[src/hw/rtc_indirect_defines.vh]
// constants for the clock-core indirect access port
// assumes an 8-bit special-function-register bus from the processor core
`ifndef RTC_INDIRECT_DEFINES_VH
`define RTC_INDIRECT_DEFINES_VH

// ----------------------------------------------------------------
// core-side register offsets and reset values
// ----------------------------------------------------------------
`define IADDR_SEL_OFS     8'hAC
`define IDATA_PORT_OFS    8'hAD
`define LOCK_STATUS_OFS   8'hAE
`define IADDR_SEL_RST     8'h00
`define IADDR_FIELD_RST   5'h00
`define IDATA_PORT_RST    8'h00
`define LOCK_UNLOCKED_VAL 8'h02

// ----------------------------------------------------------------
// address select fields
// ----------------------------------------------------------------
`define AUTO_RD_BIT       6
`define ADDR_MSB          4

// ----------------------------------------------------------------
// internal address map
// ----------------------------------------------------------------
`define INT_CAP_FIRST     5'h00
`define INT_CAP_LAST      5'h03
`define INT_CORE_CTRL     5'h04
`define INT_OSC_CTRL      5'h05
`define INT_OSC_CFG       5'h06
`define INT_ALARM_CFG     5'h07
`define INT_ALM_FIRST     5'h08
`define INT_ALM_LAST      5'h13

// ----------------------------------------------------------------
// internal register fields
// ----------------------------------------------------------------
`define CC_PWR_EN_BIT     7
`define CC_OSC_FAIL_BIT   5
`define CC_LFO_EN_BIT     3
`define CC_TMR_SET_BIT    1
`define CC_TMR_CAP_BIT    0
`define OC_GAIN_EN_BIT    7
`define OC_MODE_BIT       6
`define OC_BIAS_X2_BIT    5
`define OC_CLK_VLD_BIT    4
`define CFG_LOAD_RDY_BIT  7
`define CFG_LOAD_MSB      3
`define INT_REG_RST       8'h00

`endif

[src/hw/rtc_indirect_access.v]
// indirect access port to the clock-core registers, plus oscillator controls
// assumes sfr strobes and timebase tick are synchronous to i_mclk
`timescale 1ns/1ps
`default_nettype none
`include "rtc_indirect_defines.vh"

module rtc_indirect_access (
  input  wire        i_mclk,
  input  wire        i_rst_b,
  input  wire [7:0]  i_sfr_addr,
  input  wire        i_sfr_wr,
  input  wire        i_sfr_rd,
  input  wire [7:0]  i_sfr_wdata,
  output wire [7:0]  o_sfr_rdata,
  input  wire        i_timebase_tick,
  input  wire        i_osc_stable,
  input  wire        i_load_cap_ready,
  input  wire        i_osc_fail,
  output wire        o_osc_power_en,
  output wire        o_osc_mode_crystal,
  output wire        o_gain_ctrl_en,
  output wire        o_bias_double_en,
  output wire        o_low_freq_en,
  output wire [3:0]  o_load_cap,
  output wire [31:0] o_timer
);

  // ----------------------------------------------------------------
  // helpers
  // ----------------------------------------------------------------
  function is_group;
    input [4:0] a;
    begin
      is_group = (a <= `INT_CAP_LAST) || ((a >= `INT_ALM_FIRST) && (a <= `INT_ALM_LAST));
    end
  endfunction

  // ----------------------------------------------------------------
  // state
  // ----------------------------------------------------------------
  reg  [4:0]  addr_q;
  reg         auto_rd_q;
  reg  [7:0]  data_q;
  reg         launch_q;
  reg  [7:0]  rdata_q;
  reg  [7:0]  core_ctrl_q;
  reg  [7:0]  osc_ctrl_q;
  reg  [7:0]  osc_cfg_q;
  reg  [7:0]  alarm_cfg_q;
  reg  [31:0] timer_q;
  reg  [7:0]  grp_q [0:19];
  reg  [7:0]  int_rdata;
  reg  [7:0]  sfr_rmux;
  wire        clk_valid;
  wire        wr_addr;
  wire        wr_data;
  wire        rd_data;
  wire [4:0]  grp_idx;
  wire [4:0]  addr_inc;
  integer     k;

  assign wr_addr  = i_sfr_wr && (i_sfr_addr == `IADDR_SEL_OFS);
  assign wr_data  = i_sfr_wr && (i_sfr_addr == `IDATA_PORT_OFS);
  assign rd_data  = i_sfr_rd && (i_sfr_addr == `IDATA_PORT_OFS);
  assign addr_inc = addr_q + 5'd1;
  // capture bytes map to 0..3, alarm bytes to 8..19 of the group array
  assign grp_idx  = addr_q;

  assign clk_valid = osc_ctrl_q[`OC_BIAS_X2_BIT] & i_osc_stable;

  // ----------------------------------------------------------------
  // internal read mux
  // ----------------------------------------------------------------
  // internal address map
  always @* begin
    int_rdata = 8'h00;
    if (is_group(addr_q)) begin
      int_rdata = grp_q[grp_idx];
    end else if (addr_q == `INT_CORE_CTRL) begin
      int_rdata = core_ctrl_q;
      int_rdata[`CC_OSC_FAIL_BIT] = i_osc_fail;
    end else if (addr_q == `INT_OSC_CTRL) begin
      int_rdata = osc_ctrl_q;
      int_rdata[`OC_CLK_VLD_BIT] = clk_valid;
    end else if (addr_q == `INT_OSC_CFG) begin
      int_rdata = osc_cfg_q;
      int_rdata[`CFG_LOAD_RDY_BIT] = i_load_cap_ready;
    end else if (addr_q == `INT_ALARM_CFG) begin
      int_rdata = alarm_cfg_q;
    end
  end

  // ----------------------------------------------------------------
  // core-side read mux
  // ----------------------------------------------------------------
  always @* begin
    sfr_rmux = 8'h00;
    if (i_sfr_addr == `IADDR_SEL_OFS) begin
      sfr_rmux = {1'b0, auto_rd_q, 1'b0, addr_q};
    end else if (i_sfr_addr == `IDATA_PORT_OFS) begin
      sfr_rmux = data_q;
    end else if (i_sfr_addr == `LOCK_STATUS_OFS) begin
      sfr_rmux = `LOCK_UNLOCKED_VAL;
    end
  end

  always @(posedge i_mclk or negedge i_rst_b) begin
    if (!i_rst_b) begin
      rdata_q <= 8'h00;
    end else if (i_sfr_rd) begin
      rdata_q <= sfr_rmux;
    end
  end

  // ----------------------------------------------------------------
  // indirect address, data and launch
  // ----------------------------------------------------------------
  always @(posedge i_mclk or negedge i_rst_b) begin
    if (!i_rst_b) begin
      addr_q    <= `IADDR_FIELD_RST;
      auto_rd_q <= 1'b0;
      data_q    <= `IDATA_PORT_RST;
      launch_q  <= 1'b0;
    end else begin
      launch_q <= 1'b0;
      // lock writes fall through, no key needed
      if (wr_addr) begin
        addr_q    <= i_sfr_wdata[`ADDR_MSB:0];
        auto_rd_q <= i_sfr_wdata[`AUTO_RD_BIT];
        launch_q  <= 1'b1;
      end else if (wr_data) begin
        data_q <= i_sfr_wdata;
        if (is_group(addr_q)) begin
          addr_q <= addr_inc;
        end
      end else if (rd_data && auto_rd_q) begin
        launch_q <= 1'b1;
      end else if (launch_q) begin
        data_q <= int_rdata;
        if (is_group(addr_q)) begin
          addr_q <= addr_inc;
        end
      end
    end
  end

  // ----------------------------------------------------------------
  // internal registers and timer
  // ----------------------------------------------------------------
  // timebase arrives as a synchronous tick, one domain only
  always @(posedge i_mclk or negedge i_rst_b) begin
    if (!i_rst_b) begin
      core_ctrl_q <= `INT_REG_RST;
      osc_ctrl_q  <= `INT_REG_RST;
      osc_cfg_q   <= `INT_REG_RST;
      alarm_cfg_q <= `INT_REG_RST;
      timer_q     <= 32'h0000_0000;
      for (k = 0; k < 20; k = k + 1) begin
        grp_q[k] <= 8'h00;
      end
    end else begin
      core_ctrl_q[`CC_TMR_SET_BIT] <= 1'b0;
      core_ctrl_q[`CC_TMR_CAP_BIT] <= 1'b0;
      if (i_timebase_tick && (core_ctrl_q[`CC_PWR_EN_BIT] || core_ctrl_q[`CC_LFO_EN_BIT])) begin
        timer_q <= timer_q + (core_ctrl_q[`CC_LFO_EN_BIT] ? 32'h0000_0002 : 32'h0000_0001);
      end
      if (core_ctrl_q[`CC_TMR_SET_BIT]) begin
        timer_q <= {grp_q[3], grp_q[2], grp_q[1], grp_q[0]};
      end
      if (core_ctrl_q[`CC_TMR_CAP_BIT]) begin
        {grp_q[3], grp_q[2], grp_q[1], grp_q[0]} <= timer_q;
      end
      if (wr_data) begin
        if (is_group(addr_q)) begin
          grp_q[grp_idx] <= i_sfr_wdata;
        end else if (addr_q == `INT_CORE_CTRL) begin
          core_ctrl_q <= i_sfr_wdata & 8'hDF;
        end else if (addr_q == `INT_OSC_CTRL) begin
          osc_ctrl_q <= i_sfr_wdata & 8'hEF;
        end else if (addr_q == `INT_OSC_CFG) begin
          osc_cfg_q <= i_sfr_wdata & 8'h7F;
        end else if (addr_q == `INT_ALARM_CFG) begin
          alarm_cfg_q <= i_sfr_wdata;
        end
      end
    end
  end

  // ----------------------------------------------------------------
  // outputs
  // ----------------------------------------------------------------
  assign o_sfr_rdata        = rdata_q;
  // power and low-frequency enables steer the analog oscillator rate
  assign o_osc_power_en     = core_ctrl_q[`CC_PWR_EN_BIT];
  assign o_osc_mode_crystal = osc_ctrl_q[`OC_MODE_BIT];
  assign o_gain_ctrl_en     = osc_ctrl_q[`OC_GAIN_EN_BIT];
  assign o_bias_double_en   = osc_ctrl_q[`OC_BIAS_X2_BIT];
  assign o_low_freq_en      = core_ctrl_q[`CC_LFO_EN_BIT];
  assign o_load_cap         = osc_cfg_q[`CFG_LOAD_MSB:0];
  assign o_timer            = timer_q;

endmodule // rtc_indirect_access
`default_nettype wire

[config.mk]
export PLATFORM = sky130hd
export DESIGN_NAME = rtc_indirect_access
export DESIGN_NICKNAME = d
export VERILOG_FILES = /design/src/hw/rtc_indirect_access.v
export VERILOG_INCLUDE_DIRS = /design/src /design/src/hw
export SDC_FILE = /design/constraint.sdc
export NUM_CORES = 1
export LEC_CHECK = 0
export BUFFER_PORTS_ARGS = -buffer_cell sky130_fd_sc_hd__buf_2
export CAP_MARGIN = 5
export CORE_MARGIN = 5
export CORE_UTILIZATION = 50
export CTS_CLUSTER_DIAMETER = 150
export DETAILED_ROUTE_END_ITERATION = 16
export HOLD_SLACK_MARGIN = 0.02
export PLACE_DENSITY_LB_ADDON = 0.05
export SLEW_MARGIN = 0
export SYNTH_ARGS = -nofsm -noshare
export SYNTH_HDL_FRONTEND = slang
export SYNTH_SLANG_ARGS = --single-unit
export TNS_END_PERCENT = 20
[constraint.sdc]
create_clock -name i_mclk -period 3.49 [get_ports i_mclk]
set_input_delay 0.349 -clock i_mclk [delete_from_list [all_inputs] [get_ports i_mclk]]
set_output_delay 0.349 -clock i_mclk [all_outputs]
set_load 0.03 [all_outputs]
; Word-level counts from Yosys, hierarchy flattened
; Cells that the tools add are included.
[word_totals]
reg_bits = 244
in_bits = 24
out_inout_bits = 49
elab_cells = 107
[classes]
addsub = 2
order_cmp = 5
n_eq_ne = 9
mux = 34
n_bitwise = 7
reduce_logical = 19
[ops]
columns = operator, count
row1 = $mux W160, 2
row2 = $bwmux W160, 1
row3 = $mux W8, 13
row4 = $mux W32, 3
row5 = $bmux W8 S5, 1
row6 = $demux W8 S5, 1
row7 = $add A32 B2 Y32, 1
row8 = $mux W5, 5
row9 = $eq A8 B8 Y1 const B, 3
row10 = $eq A5 B3 Y1 const B, 4
row11 = $mux W2, 5
row12 = $logic_and A1 B1 Y1, 7
row13 = $ge A6 B6 Y1 const B, 1
row14 = $lt A6 B1 Y1 const B, 1
row15 = $not A5 Y6, 1
row16 = $reduce_and A3 Y1, 2
row17 = $reduce_and A6 Y1, 1
row18 = $add A5 B1 Y5 const B, 1
row19 = $ge A5 B4 Y1 const B, 1
row20 = $le A5 B2 Y1 const B, 1
row21 = $le A5 B5 Y1 const B, 1
row22 = $not A1 Y1, 5
row23 = $reduce_and A5 Y1, 1
row24 = $reduce_and A2 Y1, 2
row25 = 8 further kinds, 12

; Logic depth before layout (Yosys ltp)
[depth]
depth_word = 9
depth_mapped = 11
mapped_depth_nobuf = 8

; Worst setup path before layout
; Ideal clock, no wire load.
[synth_path]
path_type = reg2reg
startpoint = register addr_q[0]
endpoint = register grp_q[158] (netlist name)
setup_ns = 0.126
arrival_time_ns = 2.344
required_time_ns = 3.364
slack_ns = 1.020
stages_incl_launch_ff = 12
n_path_buf = 5
period_less_slack_ns = 2.470
path_cell_list = dfrtp_1 buf_4 buf_4 buf_2 inv_1 ha_1 nand2b_1 or3_1 clkbuf_1 buf_2 nor2_1 a21oi_1
[synth_via]
elab_chain_cells = 8
elab_cells_between_ends = 14
cone_classes = order compare: 5 / mux: 5 / bitwise: 1 / reduce/logical: 3
[synth_rtl]
columns = item, line
row1 = "start, declared", rtc_indirect_access.v:41  ; reg [4:0] addr_q;
row2 = "start signal, assigned", rtc_indirect_access.v:120  ; addr_q <= `IADDR_FIELD_RST;
row3 = "start signal, assigned", rtc_indirect_access.v:128  ; addr_q <= i_sfr_wdata[`ADDR_MSB:0];
row4 = "start signal, assigned", rtc_indirect_access.v:134  ; addr_q <= addr_inc;
row5 = $not A5 Y6 (not written as such), rtc_indirect_access.v:175  ; grp_q[grp_idx] <= i_sfr_wdata;
row6 = $ge A6 B6 Y1 (not written as such) / $lt A6 B1 Y1 (equally long branches), rtc_indirect_access.v:175
row7 = $logic_and A1 B1 Y1 (not written as such), rtc_indirect_access.v:175
row8 = $mux W8 (not written as such), rtc_indirect_access.v:175
row9 = $demux W8 S5, rtc_indirect_access.v:175
row10 = $bwmux W160, rtc_indirect_access.v:175
row11 = $mux W160 (*), rtc_indirect_access.v:174  ; if (is_group(addr_q)) begin
row12 = $mux W160 (*), rtc_indirect_access.v:173  ; if (wr_data) begin
row13 = "end signal, assigned by index", rtc_indirect_access.v:175
row14 = "end, declared", rtc_indirect_access.v:51  ; reg [7:0] grp_q [0:19];
; Every way passes the cells marked *; elsewhere a longest branch is shown, timed or not.
; A chain may end at the register's enable or synchronous reset.

; Worst setup path in the final report
[layout_path]
startpoint = register addr_q[0]
endpoint = register grp_q[142] (netlist name)
; The elaborated chain is that of the path after synthesis.

==> impl_results.html <==
<table>
<tr><th>Metric</th><th>Value</th></tr>
<tr><th colspan="2">Critical path</th></tr>
<tr><td>Timing endpoint of the critical path</td><td>grp_q[142]</td></tr>
<tr><td>Critical path capture point type</td><td>register</td></tr>
<tr><td>Max incr delay on CP</td><td>0.70 ns</td></tr>
<tr><td>Critical path's slowest cell</td><td>or3_1</td></tr>
<tr><td>Number of cell instances on the worst register-to-register path</td><td>6</td></tr>
<tr><td>Setup slack of the most critical reg-to-reg path</td><td>0.80 ns</td></tr>
<tr><td>Stages on the worst setup path</td><td>6</td></tr>
<tr><td>Cell-by-cell trace of the critical path</td><td>inv_1, ha_1, nand2b_1, or3_1, nor2_1, a21oi_1</td></tr>
<tr><td>Endpoint of the worst register-to-register path</td><td>grp_q[142]</td></tr>
<tr><td>Cell class contributing the biggest share of worst-path delay</td><td>simple AND/OR/NAND/NOR gates</td></tr>
<tr><td>Source of the critical timing path</td><td>addr_q[0]</td></tr>
<tr><td>Count of buffer and inverter cells on the critical path</td><td>1</td></tr>
<tr><td>Worst Setup Path Type</td><td>reg -&gt; reg</td></tr>
<tr><td>Crit path required time</td><td>3.86 ns</td></tr>
<tr><td>Biggest fanout along the worst timing path</td><td>16</td></tr>
<tr><td>Worst EP arrival</td><td>3.06 ns</td></tr>
<tr><td>Kind of start point of the critical path</td><td>register</td></tr>
<tr><td>FF-to-FF Start</td><td>addr_q[0]</td></tr>
<tr><th colspan="2">Synthesis</th></tr>
<tr><td>Unique cell type count in the Yosys netlist</td><td>68</td></tr>
<tr><td>Syn Std Cell Area</td><td>0.0109 mm²</td></tr>
<tr><td>Net count of the mapped netlist</td><td>988</td></tr>
<tr><td>Share of synthesized cell area in full adder, half adder and majority cells</td><td>0.00872</td></tr>
<tr><td>Synthesized area divided by synthesized cell count</td><td>11.4 µm²</td></tr>
<tr><td>Post-synthesis share of cell area spent on and, or, nand and nor gates</td><td>0.123</td></tr>
<tr><td>Cells after Synth</td><td>957</td></tr>
<tr><td>Fraction of registers with async set/reset</td><td>1.00</td></tr>
<tr><td>Dominant combinational cell family by area after synthesis</td><td>multiplexers</td></tr>
<tr><td>Synthesis Warnings</td><td>0</td></tr>
<tr><td>Post-synthesis compound-gate area fraction</td><td>0.0963</td></tr>
<tr><td>Part of the Yosys area used for sequential elements</td><td>0.487</td></tr>
<tr><td>Number of flops mapped to enable cells by yosys</td><td>0</td></tr>
<tr><td>Most used DFF post-synth</td><td>dfrtp_1</td></tr>
<tr><td>Fraction of synthesized area in multiplexers</td><td>0.222</td></tr>
<tr><td>Synthesized flop and latch total</td><td>212</td></tr>
<tr><td>Xor/xnor share of the synthesized area</td><td>0.0257</td></tr>
<tr><th colspan="2">Pwr</th></tr>
<tr><td>Leak</td><td>5.31 nW</td></tr>
<tr><td>Worst ir drop on vdd</td><td>0.000353 V</td></tr>
<tr><td>Cell Pwr Density</td><td>450 mW/mm²</td></tr>
<tr><th colspan="2">CTS</th></tr>
<tr><td>Clock edge transition at the registers on the reported setup and hold paths</td><td>0.06 ns</td></tr>
<tr><td>Clock latency reported for the late side of the worst-skew pair</td><td>0.53 ns</td></tr>
<tr><td>Number of sinks handled by clock tree synthesis</td><td>212</td></tr>
<tr><td>Root buf cell</td><td>clkbuf_16</td></tr>
<tr><td>CTS tree</td><td>built</td></tr>
<tr><td>Resized Gates After CTS</td><td>0</td></tr>
<tr><td>Inserted Clock Buffers</td><td>24</td></tr>
<tr><td>CTS Buffer Depth</td><td>3</td></tr>
<tr><td>Number of levels the H-tree was split into</td><td>1</td></tr>
<tr><th colspan="2">Routing</th></tr>
<tr><td>Number of DRC violations after detailed routing</td><td>0</td></tr>
<tr><td>DRC marker count from the first detailed-route iteration</td><td>403</td></tr>
<tr><td>Via count</td><td>7,597</td></tr>
<tr><td>Post-route antenna net violation count</td><td>0</td></tr>
<tr><td>Total wire length after detailed routing</td><td>28,700 µm</td></tr>
<tr><td>Via-per-instance ratio</td><td>5.85</td></tr>
<tr><td>Number of detailed-route iterations in the first pass</td><td>5</td></tr>
<tr><td>WL/cell</td><td>22.1 µm</td></tr>
<tr><th colspan="2">Finish</th></tr>
<tr><td>Post-Layout Cell Count</td><td>1,299</td></tr>
<tr><td>Number of fillers in the final layout</td><td>1,894</td></tr>
<tr><td>Number of antenna cells inserted</td><td>0</td></tr>
<tr><td>Number of nets in the final layout</td><td>1,032</td></tr>
<tr><td>Final core utilization</td><td>0.564</td></tr>
<tr><td>Proportion of layout cells with a drive suffix above 1</td><td>0.275</td></tr>
<tr><td>Area grow syn2layout</td><td>11.9%</td></tr>
<tr><td>Commonest cells after routing, fill and taps aside</td><td>dfrtp_1, mux2_2, mux2i_1</td></tr>
<tr><td>Most common cell after layout, fill and taps aside</td><td>dfrtp_1</td></tr>
<tr><th colspan="2">Global route</th></tr>
<tr><td>Total global-route track usage</td><td>0.234</td></tr>
<tr><td>Pin count of the biggest net entering global routing</td><td>95</td></tr>
<tr><td>Total congestion overflow</td><td>0</td></tr>
<tr><td>Global-route wire length before repair</td><td>45,500 µm</td></tr>
<tr><td>Via count of the first global-routing pass</td><td>7,597</td></tr>
<tr><td>Initial antenna violation count</td><td>0</td></tr>
<tr><th colspan="2">Timing</th></tr>
<tr><td>Max-slew headroom at the worst pin</td><td>0.490</td></tr>
<tr><td>Min Hold Slack</td><td>0.178 ns</td></tr>
<tr><td>Final period demand of the worst path</td><td>2.69 ns</td></tr>
<tr><td>Post-layout worst setup margin</td><td>0.798 ns</td></tr>
<tr><td>Number of pins with negative max-slew slack in the final report</td><td>0</td></tr>
<tr><td>Max Clock Skew</td><td>0.0151 ns</td></tr>
<tr><td>Transition at the pin with the smallest max-transition slack</td><td>0.763 ns</td></tr>
<tr><td>Highest attainable clock frequency</td><td>371 MHz</td></tr>
<tr><td>RSZ-0062 raised after global routing</td><td>false</td></tr>
<tr><td>Final hold violations</td><td>0</td></tr>
<tr><td>Accumulated negative setup slack</td><td>0 ns</td></tr>
<tr><td>Post-route fraction of the period consumed by the critical path</td><td>0.771</td></tr>
<tr><td>Total of endpoints with negative setup slack in the final report</td><td>0</td></tr>
<tr><th colspan="2">Floorplan</th></tr>
<tr><td>Area of the die</td><td>0.0249 mm²</td></tr>
<tr><td>X dimension of the die</td><td>158 µm</td></tr>
<tr><td>Die extent in y</td><td>158 µm</td></tr>
<tr><td>Starting utilization of the core area</td><td>0.504</td></tr>
<tr><td>Top-level port count</td><td>73</td></tr>
<tr><td>Placeable core region</td><td>0.0216 mm²</td></tr>
<tr><td>Floorplan row count</td><td>54</td></tr>
<tr><th colspan="2">Hold path</th></tr>
<tr><td>Start point of the worst min-delay path</td><td>i_sfr_rd</td></tr>
<tr><td>Kind of path behind the tightest hold check</td><td>in -&gt; reg</td></tr>
<tr><th colspan="2">Placement</th></tr>
<tr><td>Detailed placer's ending HPWL</td><td>19,100 µm</td></tr>
<tr><td>Place WS</td><td>0.807 ns</td></tr>
<tr><td>Total instance count after detailed placement</td><td>1,254</td></tr>
<tr><td>Final Wtd Congestion</td><td>0.815</td></tr>
<tr><td>Port Buffers</td><td>72</td></tr>
<tr><th colspan="2">Status</th></tr>
<tr><td>Outcome</td><td>finished clean</td></tr>
<tr><th colspan="2">Flow run</th></tr>
<tr><td>Max-capacitance violation count</td><td>0</td></tr>
</table>
[worst min path at each step]
| stage | end | slack (ns) | depth (start not counted) |
|---|---|---|---|
| final | o_sfr_rdata[0] | 0.18 | 2 |
| after global routing | o_sfr_rdata[0] | 0.20 | 2 |
| after global placement | o_timer[2] | 0.43 | 1 |
| after floorplan | asynchronous set/reset pin | 0.05 | 0 |
| after detailed placement | o_timer[3] | 0.44 | 1 |
| after CTS | o_sfr_rdata[0] | 0.15 | 2 |
[synthesized netlist by cell type, types with 12 or more instances]
| cell | count | area (µm²) |
|---|---|---|
| nor2_1 | 53 | 199 |
| dfrtp_1 | 212 | 5310 |
| nand2_1 | 55 | 206 |
| buf_2 | 13 | 65.1 |
| o221ai_1 | 13 | 114 |
| mux2i_1 | 76 | 761 |
| a21oi_1 | 58 | 290 |
| nand4_1 | 18 | 113 |
| xor2_1 | 14 | 123 |
| inv_1 | 20 | 75.1 |
| o21ai_0 | 51 | 255 |
| nand2b_1 | 16 | 100 |
| clkbuf_1 | 43 | 161 |
| mux4_2 | 12 | 270 |
| xnor2_1 | 18 | 158 |
| mux2_2 | 119 | 1340 |
| nand3_1 | 16 | 80.1 |
[metrics by stage]
step / power [mW] / instance area (µm²)
after floorplan: 2.88 / 10900
after global placement: 3.08 / 11400
after detailed placement: 3.08 / 11400
after CTS: 5.56 / 12200
after global routing: 5.69 / 12200
final: 5.49 / 12200
[metal layers]
metal  global-route usage  wire length, µm  vias to the layer above  part of all wire
li1                     -                -                     3563                 -
met1                0.335            13100                     3828              0.46
met2                0.381            13900                      164              0.48
met3               0.0295              994                       42             0.035
met4               0.0586              723                        0             0.025
met5                    0                0                        -                 0
[layout make-up]
class | count | area, µm² | area share
flip-flops and latches | 212 | 5310 | 0.435
multi-input cells | 655 | 5180 | 0.425
clock buffers | 36 | 686 | 0.0562
repair buffers | 88 | 518 | 0.0424
well taps | 280 | 350 | 0.0287
clock inverters | 8 | 82.6 | 0.00677
inverters | 20 | 75.1 | 0.00615
[kinds of logic (layout without fill, tap and decap cells)]
logic type | Yosys count | after routing
adders and majority gates | 7 | 7
AOI/OAI and AO/OA | 169 | 169
muxes | 211 | 211
xor gates and xnor gates | 32 | 32
DFF | 212 | 212
buffers and inverters | 90 | 152
and+or+nand+nor | 236 | 236
[report_power, final]
part           internal [mW]  switching, mW
Sequential              2.48         0.0439
Combinational          0.171          0.338
Clock                   1.44           1.03
Total                   4.08           1.41
[repair_timing]
item / in CTS / in global routing
setup endpoints to repair: 0 / 0
endpoints found under the hold margin: 89 / 0
buffers inserted: 0 / 0
hold buffers: 1 / 0
No activity file was read; power rests on OpenSTA's default activity.
